===== config.mk =====
export PLATFORM = sky130hd
export DESIGN_NAME = overlay_mix_control
export DESIGN_NICKNAME = d
export VERILOG_FILES = /design/src/rtl/overlay_mix_pkg.sv /design/src/rtl/overlay_mix_control.sv
export SDC_FILE = /design/constraint.sdc
export NUM_CORES = 2
export LEC_CHECK = 0
export BUFFER_PORTS_ARGS = -buffer_cell sky130_fd_sc_hd__buf_2
export CAP_MARGIN = 20
export CORE_MARGIN = 5
export CORE_UTILIZATION = 35
export DETAILED_ROUTE_END_ITERATION = 10
export PLACE_DENSITY = 0.57
export RECOVER_POWER = 50
export SLEW_MARGIN = 40
export SYNTH_ARGS = -nofsm -noshare
export SYNTH_HDL_FRONTEND = slang
export SYNTH_SLANG_ARGS = --single-unit

===== constraint.sdc =====
create_clock -name sys_clk -period 18.8 [get_ports sys_clk]
set_input_delay 4.7 -clock sys_clk [delete_from_list [all_inputs] [get_ports sys_clk]]
set_output_delay 4.7 -clock sys_clk [all_outputs]
set_load 0.03 [all_outputs]

===== src/rtl/overlay_mix_pkg.sv =====
// Constants and types shared by the overlay mix control block.
package overlay_mix_pkg;

  // Register indices on the serial control port.
  localparam logic [7:0] REG_BACKGROUND_CONTRAST = 8'h0a;
  localparam logic [7:0] REG_OVERLAY_CONTROL = 8'h0b;

  // Reset values.
  localparam logic [6:0] BACKGROUND_CONTRAST_RESET = 7'h00;
  localparam logic [7:0] OVERLAY_CONTROL_RESET = 8'h02;

  // Overlay control field positions and the mask of implemented bits.
  localparam int LEVEL_LSB = 0;
  localparam int TRANSPARENT_BIT = 3;
  localparam int ANALOG_SELECT_BIT = 4;
  localparam int BYPASS_BIT = 5;
  localparam logic [7:0] CONTROL_MASK = 8'hbb;
  localparam logic [7:0] CONTRAST_MASK = 8'h7f;

  // Overlay amplitudes in percent of full video amplitude.
  localparam logic [7:0] LEVEL_PCT_0 = 8'h37;
  localparam logic [7:0] LEVEL_PCT_1 = 8'h41;
  localparam logic [7:0] LEVEL_PCT_2 = 8'h4b;
  localparam logic [7:0] LEVEL_PCT_3 = 8'h55;
  localparam logic [7:0] FULL_PCT = 8'h64;
  localparam logic [7:0] FULL_SCALE = 8'hff;

  // Gain registers are 7-bit fractions of 128.
  localparam int GAIN_SHIFT = 7;

  // Serial port slave address; the value is arbitrary.
  localparam logic [6:0] DEVICE_ADDR_DEFAULT = 7'h5d;
  localparam logic [3:0] BITS_PER_BYTE = 4'h8;

  typedef enum logic [3:0] {
    st_idle, st_dev, st_dev_ack, st_index, st_index_ack,
    st_write, st_write_ack, st_read, st_read_ack
  } bus_state_type;

  typedef struct packed {
    logic [7:0] red;
    logic [7:0] green;
    logic [7:0] blue;
  } rgb_type;

  typedef struct packed {
    logic [2:0] scl_sync;
    logic [2:0] sda_sync;
    logic scl_f;
    logic sda_f;
    bus_state_type bus;
    logic [3:0] cnt;
    logic [7:0] shreg;
    logic [7:0] tx;
    logic [7:0] index;
    logic rw;
    logic drive;
    logic [6:0] bg_contrast;
    logic [7:0] control;
    logic [2:0][7:0] video_black;
    logic [2:0][7:0] overlay_black;
    logic [2:0][7:0] rgb;
  } state_type;

endpackage


===== src/rtl/overlay_mix_control.sv =====
// Overlay mix control: picks normal video, overlay or re-weighted video per pixel.
`timescale 1ns/1ps
`default_nettype none

module overlay_mix_control
  import overlay_mix_pkg::*;
#(
  parameter logic [6:0] DEVICE_ADDR = DEVICE_ADDR_DEFAULT
) (
  // Clock and reset
  input wire logic sys_clk,
  input wire logic nrst,
  // Serial control port, open drain data
  input wire logic scl_in,
  input wire logic sda_in,
  output logic sda_out,
  output logic sda_oe_n,
  // Main video and clamp, pixel rate on sys_clk
  input wire rgb_type video_in,
  input wire logic clamp_pulse,
  input wire logic [6:0] main_contrast,
  // Overlay source
  input wire logic overlay_gate_input,
  input wire logic [2:0] overlay_digital,
  input wire rgb_type overlay_analog,
  // Mixed output
  output rgb_type rgb_out,
  output logic analog_select
);

  state_type st;
  state_type next_st;

  logic [2:0][7:0] video_arr;
  logic [2:0][7:0] overlay_arr;
  logic [2:0][7:0] mixed;
  logic [1:0] overlay_level;
  logic transparent_background;
  logic bypass;
  logic [7:0] level_pct;
  logic [7:0] analog_pct;

  assign video_arr = video_in;
  assign overlay_arr = overlay_analog;
  assign overlay_level = st.control[LEVEL_LSB +: 2];
  assign transparent_background = st.control[TRANSPARENT_BIT];
  assign bypass = st.control[BYPASS_BIT];
  assign analog_select = st.control[ANALOG_SELECT_BIT];

  always_comb begin
    case (overlay_level)
      2'b00: level_pct = LEVEL_PCT_0;
      2'b01: level_pct = LEVEL_PCT_1;
      2'b10: level_pct = LEVEL_PCT_2;
      default: level_pct = LEVEL_PCT_3;
    endcase
  end

  assign analog_pct = bypass ? FULL_PCT : level_pct;

  function automatic logic [7:0] sub_sat(input logic [7:0] a, input logic [7:0] b);
    sub_sat = (a > b) ? 8'(a - b) : 8'h00;
  endfunction

  function automatic logic [7:0] gain(input logic [7:0] v, input logic [6:0] g);
    logic [15:0] p;
    p = 16'(v) * 16'(g);
    gain = p[GAIN_SHIFT +: 8];
  endfunction

  function automatic logic [7:0] pct(input logic [7:0] v, input logic [7:0] p);
    logic [15:0] q;
    q = (16'(v) * 16'(p)) / 16'(FULL_PCT);
    pct = q[7:0];
  endfunction

  for (genvar c = 0; c < 3; c++) begin : g_chan
    logic [7:0] vid;
    logic [7:0] ovl;
    logic [7:0] normal;
    logic [7:0] digital_bg;
    // both inputs use black levels caught in the clamp interval
    assign vid = sub_sat(video_arr[c], st.video_black[c]);
    assign ovl = sub_sat(overlay_arr[c], st.overlay_black[c]);
    assign normal = gain(vid, main_contrast);
    // transparent background uses the background contrast gain
    // the single gain serves highlight and transparent background alike
    assign digital_bg = transparent_background ? gain(vid, st.bg_contrast) : 8'h00;

    // combinational decode of gate, mode and level
    always_comb begin
      // gate low means normal video with no overlay share
      if (!overlay_gate_input) begin
        mixed[c] = normal;
      // analog overlay only while gate high
      // transparent bit and background gain ignored here
      end else if (analog_select) begin
        mixed[c] = pct(ovl, analog_pct);
      // opaque background is black, foreground from overlay
      end else if (overlay_digital[c]) begin
        mixed[c] = pct(FULL_SCALE, level_pct);
      end else begin
        mixed[c] = digital_bg;
      end
    end
  end

  logic scl_n;
  logic sda_n;
  logic scl_rise;
  logic scl_fall;
  logic start_cond;
  logic stop_cond;
  logic [7:0] read_value;

  always_comb begin
    scl_n = (st.scl_sync[1] == st.scl_sync[2]) ? st.scl_sync[2] : st.scl_f;
    sda_n = (st.sda_sync[1] == st.sda_sync[2]) ? st.sda_sync[2] : st.sda_f;
    scl_rise = scl_n & ~st.scl_f;
    scl_fall = ~scl_n & st.scl_f;
    start_cond = st.scl_f & scl_n & st.sda_f & ~sda_n;
    stop_cond = st.scl_f & scl_n & ~st.sda_f & sda_n;
    case (st.index)
      REG_BACKGROUND_CONTRAST: read_value = {1'b0, st.bg_contrast} & CONTRAST_MASK;
      REG_OVERLAY_CONTROL: read_value = st.control & CONTROL_MASK;
      default: read_value = 8'h00;
    endcase
  end

  always_comb begin
    next_st = st;
    next_st.scl_sync = {st.scl_sync[1:0], scl_in};
    next_st.sda_sync = {st.sda_sync[1:0], sda_in};
    next_st.scl_f = scl_n;
    next_st.sda_f = sda_n;
    next_st.rgb = mixed;
    // clamp both video and analog overlay in one interval
    if (clamp_pulse) begin
      next_st.video_black = video_arr;
      next_st.overlay_black = overlay_arr;
    end
    if (scl_rise && st.bus != st_idle) begin
      next_st.shreg = {st.shreg[6:0], sda_n};
      next_st.cnt = 4'(st.cnt + 4'h1);
    end
    if (start_cond) begin
      next_st.bus = st_dev;
      next_st.cnt = 4'h0;
      next_st.drive = 1'b0;
    end else if (stop_cond) begin
      next_st.bus = st_idle;
      next_st.drive = 1'b0;
    end else if (scl_fall) begin
      case (st.bus)
        st_dev: begin
          if (st.cnt == BITS_PER_BYTE) begin
            if (st.shreg[7:1] == DEVICE_ADDR) begin
              next_st.bus = st_dev_ack;
              next_st.rw = st.shreg[0];
              next_st.drive = 1'b1;
            end else begin
              next_st.bus = st_idle;
            end
          end
        end
        st_dev_ack, st_read_ack: begin
          next_st.cnt = 4'h0;
          if (st.bus == st_read_ack && st.shreg[0]) begin
            next_st.bus = st_idle;
            next_st.drive = 1'b0;
          end else if (st.rw) begin
            next_st.bus = st_read;
            next_st.tx = read_value;
            next_st.drive = ~read_value[7];
          end else begin
            next_st.bus = st_index;
            next_st.drive = 1'b0;
          end
        end
        st_index: begin
          if (st.cnt == BITS_PER_BYTE) begin
            next_st.index = st.shreg;
            next_st.bus = st_index_ack;
            next_st.drive = 1'b1;
          end
        end
        st_index_ack, st_write_ack: begin
          next_st.bus = st_write;
          next_st.cnt = 4'h0;
          next_st.drive = 1'b0;
        end
        st_write: begin
          if (st.cnt == BITS_PER_BYTE) begin
            // software loads mode and gain here; the block just stores them
            if (st.index == REG_BACKGROUND_CONTRAST) begin
              next_st.bg_contrast = st.shreg[6:0];
            end else if (st.index == REG_OVERLAY_CONTROL) begin
              next_st.control = st.shreg & CONTROL_MASK;
            end
            next_st.index = 8'(st.index + 8'h01);
            next_st.bus = st_write_ack;
            next_st.drive = 1'b1;
          end
        end
        st_read: begin
          if (st.cnt == BITS_PER_BYTE) begin
            next_st.bus = st_read_ack;
            next_st.index = 8'(st.index + 8'h01);
            next_st.drive = 1'b0;
          end else begin
            next_st.tx = {st.tx[6:0], 1'b0};
            next_st.drive = ~st.tx[6];
          end
        end
        default: begin
          next_st.bus = st_idle;
          next_st.drive = 1'b0;
        end
      endcase
    end
  end

  always_ff @(posedge sys_clk or negedge nrst) begin
    if (!nrst) begin
      st <= '0;
      st.scl_sync <= 3'b111;
      st.sda_sync <= 3'b111;
      st.scl_f <= 1'b1;
      st.sda_f <= 1'b1;
      st.bus <= st_idle;
      st.bg_contrast <= BACKGROUND_CONTRAST_RESET;
      st.control <= OVERLAY_CONTROL_RESET;
    end else begin
      st <= next_st;
    end
  end

  assign sda_out = 1'b0;
  assign sda_oe_n = ~st.drive;
  assign rgb_out = st.rgb;

endmodule

`default_nettype wire


== Word level (Yosys, flattened, before mapping) ==
Index checks and enable logic that the tools add are counted.
Storage, ports and cells
  register bits after elaboration: 126
  output and inout bits: 27
Cells by class
  $lt $le $gt $ge: 6
  divide/modulo/power cells: 4
  $mul: 10
  reduce and logical (&&, ||, !) cells: 18
  muxes and demuxes: 59
  bitwise logic cells: 17
  $add $sub $neg: 8
  eq/ne operators: 26
Operators with widths (count)
  8-bit two-way mux: 25
  8-bit by 7-bit multiplier with 15-bit output: 6
  16-bit by 7-bit divider with 16-bit output, second input constant: 4
  8-bit greater-than comparator: 6
  8-bit by 8-bit multiplier with 16-bit output: 3
  8-bit subtractor: 6
  16-bit two-way mux: 2
  4-bit two-way mux: 8
  8-bit one-hot mux with 2 select lines: 2
  7-bit two-way mux: 4
  4-bit one-hot mux with 6 select lines: 1
  7-bit one-hot mux with 3 select lines: 1
  4-bit inequality test, second input constant: 5
  6-bit AND reduction: 3
  4-bit by 3-bit == test with 1-bit output, second input constant: 4
  8-bit by 4-bit == test with 1-bit output, second input constant: 2
  8-bit by 8-bit multiplier with 16-bit output, first input constant: 1
  15-bit two-way mux: 1
  7-bit one-hot mux with 2 select lines: 1
  7-bit AND reduction: 2
  12-bit two-way mux: 1
  1-bit two-way mux: 10
  1-bit NOT: 10
  5-bit AND reduction: 2
  22 further kinds: 38

== Depth between registers and ports, before layout ==
  depth after elaboration: 9
  mapped depth: 51
  depth with buffers taken out: 47

== Worst setup path before layout ==
No wires, ideal clock.
  kind: input -> register
  start: input overlay_analog[16] (netlist bit)
  end: register st (netlist bit rgb_out[16])
  arrival time: 15.444 ns
  path slack: 3.274 ns
  required time: 18.718 ns
  cell stages on the path: 47
  buffers on the path: 1
  path through: inv_1 > ha_1 > inv_1 > fa_1 > a21o_1 > a21o_1 > a21o_1 > a21oi_1 > nor2b_1 > o21a_1 > o22a_1 > nand2_1 > or2_2 > nor2_1 > fa_1 > inv_1 > fa_1 > fa_1 > [... 11 more ...] > o21ai_0 > o211a_1 > a311oi_4 > mux2i_1 > a211oi_1 > o21bai_2 > a311o_1 > a221o_1 > o221ai_2 > o21ai_0 > and3b_1 > nor4_2 > o21bai_1 > a311oi_2 > o31a_2 > o211ai_1 > a211o_1 > a31oi_1
RTL lines
  from (decl): RTL line overlay_mix_control.sv:25  | input wire rgb_type overlay_analog,
  to (signal assigned): RTL line overlay_mix_control.sv:234  | st <= next_st;
  to (decl): RTL line overlay_mix_control.sv:31  | state_type st;

==> results.md <==
* Status: finished with violations
* Failing checks: capacitance limit, slew limit
* Leading post-synthesis cells by cell area: fa_1 (18%), ha_1 (16%), dfrtp_1 (10%), inv_1 (6.0%), nand2_1 (5.4%)
* Synth async-reset ratio at 100%
* Post-synth EDFFs at 0
* I/O pin total at 91
* Max Slew Vio Count at 183
* Post-synth top flop: dfrtp_1
* RSZ-0062 raised after global routing: no
* Type of element launching the critical path: input port
* Simple-Gate Fraction of Synth Area at 19.5%
* Gate Count Post-Synth at 3585
* Post-synthesis mux area share at 1.86%
* Worst-path clk slew at 60 ps
* Fmax at 59.2 MHz
* Layout area overhead at 6.83%
* Most frequent cells in the layout: inv_1 (464), nand2_1 (411), ha_1 (370), nor2_1 (279), fa_1 (264)
* Post-CTS repair timing setup buffer count at 0
* DRC errors left at 0
* Critical Path End Type: flip-flop
* Vias in the first global route at 24700
* TritonCTS clock tree: built
* Fin crit period at 16900 ps
* Largest family of logic cells by synthesized area: adder cells
* Post-Syn Area per Cell at 8.04 um^2
* Post-synthesis xor/xnor area fraction at 4.23%
* Commonest non-fill, non-tap cell in the layout: inv_1
* Total grt overflow at 0
* Non-filler cells, final at 4646
* Final WL at 78200 um
* Htree depth at 4
* Critical Path Start: overlay_analog[16]
* Die Ht at 297 um
* Total track usage at 17.7%
* Num CTS Buffers at 17
* Share of cells above drive strength 1 at 8.21%
* Max FO, Critical Path at 10
* WP data arrival at 17280 ps
* Synth Area in Adders at 34.6%
* Final TNS setup at 0 ps
* First-pass GRT wire length at 130000 um
* #FFs+latches synth at 126
* Initial DRC count at 1412
* DIE WIDTH at 297 um
* Clock Skew at 15.7 ps
* Die area at 88200 um^2
* Nets at 4255
* CTS-repair resized insts at 0
* Vias at 25000
* Synthesis warning total at 0
* Worst skew pair latency at 480 ps
* Post-DP HPWL at 60300 um
* Row Count at 105
* Post-synthesis compound-gate area fraction at 20.1%
* ANT nets after route at 0
* Core area at 81800 um^2
* Mapped Area at 28800 um^2
* Final setup violation count at 0
* Largest net degree at the start of global routing at 91
* Period utilization at 89.9%
* Drt pass-1 iters at 5
* Total placed cells including tap cells at 4607
* Routed vias/inst at 5.39
* Initial Util at 35.2%
* Crit path top cell by count: fa_1
* Cell taking the most area after synthesis: fa_1
* Initial antenna violation count at 11
* CP max stage delay at 540 ps
* Largest delay share family, worst path: compound AO/OA/AOI/OAI gates
* Synth top area share at 18.3%
* CP max-delay cell: a311oi_2
* Post-synthesis net count at 4283
* GPL Wtd Cong at 0.894
* Total of max-cap violations at 3
* Worst Max-Slew Pin Slew at 4410 ps
* Count of final hold-check violations at 0
* Post-CTS Hold Fix Bufs at 0
* Worst slew margin at -194%
* Worst Path Buf+Inv at 5
* Distinct cells, synth at 119
* Max clock buf depth at 2
* Post-DR wirelength/cell at 16.8 um
* Kind of critical path: in -> reg
* Critical path required time at 19180 ps
* Hold Path Class: reg -> reg
* Sequential share of the synthesized area at 11.0%
* Clk sink count at 126
* Port buffer count at 89
* Worst Min Path Start: next_st[127]
* Critical R2R Launch: overlay_level[1]
* CTS root buf: clkbuf_16
==> synth_stat cells, types with 35 or more instances <==
cell type	instances
a21o_1	66
a21oi_1	147
and2_1	135
clkbuf_1	126
dfrtp_1	117
fa_1	264
ha_1	370
inv_1	464
mux2_2	36
nand2_1	411
nand3_1	55
nand4_1	41
nor2_1	285
nor3_1	100
o211ai_1	37
o21a_1	40
o21ai_0	143
o31ai_1	35
xnor2_1	94
xor2_1	42
==> metrics by stage <==
| step | setup slack, ps | area, um^2 | hold slack, ps | util, % |
|---|---|---|---|---|
| after floorplan | 3270 | 28800 | 345 | - |
| after global placement | 1520 | 30100 | 347 | 36.8 |
| after detailed placement | 1590 | 30200 | 347 | 36.9 |
| after CTS | 2030 | 30800 | 353 | 37.6 |
| after global routing | 967 | 30800 | 365 | 37.6 |
| final | 1900 | 30800 | 360 | 37.6 |
==> routing by layer <==
metal | routed length [um] | global-route usage, % | up-vias
li1 | - | - | 12200
met1 | 37100 | 24.9 | 12200
met4 | 1100 | 3.72 | 6
met2 | 36100 | 29.1 | 528
met3 | 3940 | 2.63 | 80
met5 | 41 | 0 | -
==> sequential cells by signal, indices dropped and copies added, names as in the netlist <==
name and flops:
st 94, rgb_out 24, next_st 4, overlay_level 2
analog_select 1, bypass 1
==> area by class of cell <==
type                    count  area [um^2]
repair buffers            128          737
well taps                1070         1340
clock buffers              21          450
diodes                      6         15.0
fillers                  8567        51000
flip-flops and latches    126         3170
inverters                 466         1750
clock inverters            11          135
multi-input cells        2818        23200
==> final timing paths <==
path                                      to  cells past startpoint  slack [ps]
worst max-delay path             rgb_out[16]                     47        1900
worst min-delay path            next_st[128]                      0         360
worst max register to register   rgb_out[16]                     39        5760
worst min register to register  next_st[128]                      0         360
max in group asynchronous             bypass                      1       10180
min in group asynchronous             st[53]                      1        5720
==> logic make-up (layout without fill, tap and decap cells) <==
group                      Yosys count  count (layout)
AOI/OAI and AO/OA                  803             803
other                                1               7
adders and majority gates          639             639
buffers and inverters              641             626
and+or+nand+nor                   1189            1189
xor gates and xnor gates           137             137
muxes                               49              49
DFF                                126             126
Power is left out: the tool's default activity adds up to more than one toggle a clock period on the data nets, which glitch-free logic cannot reach.
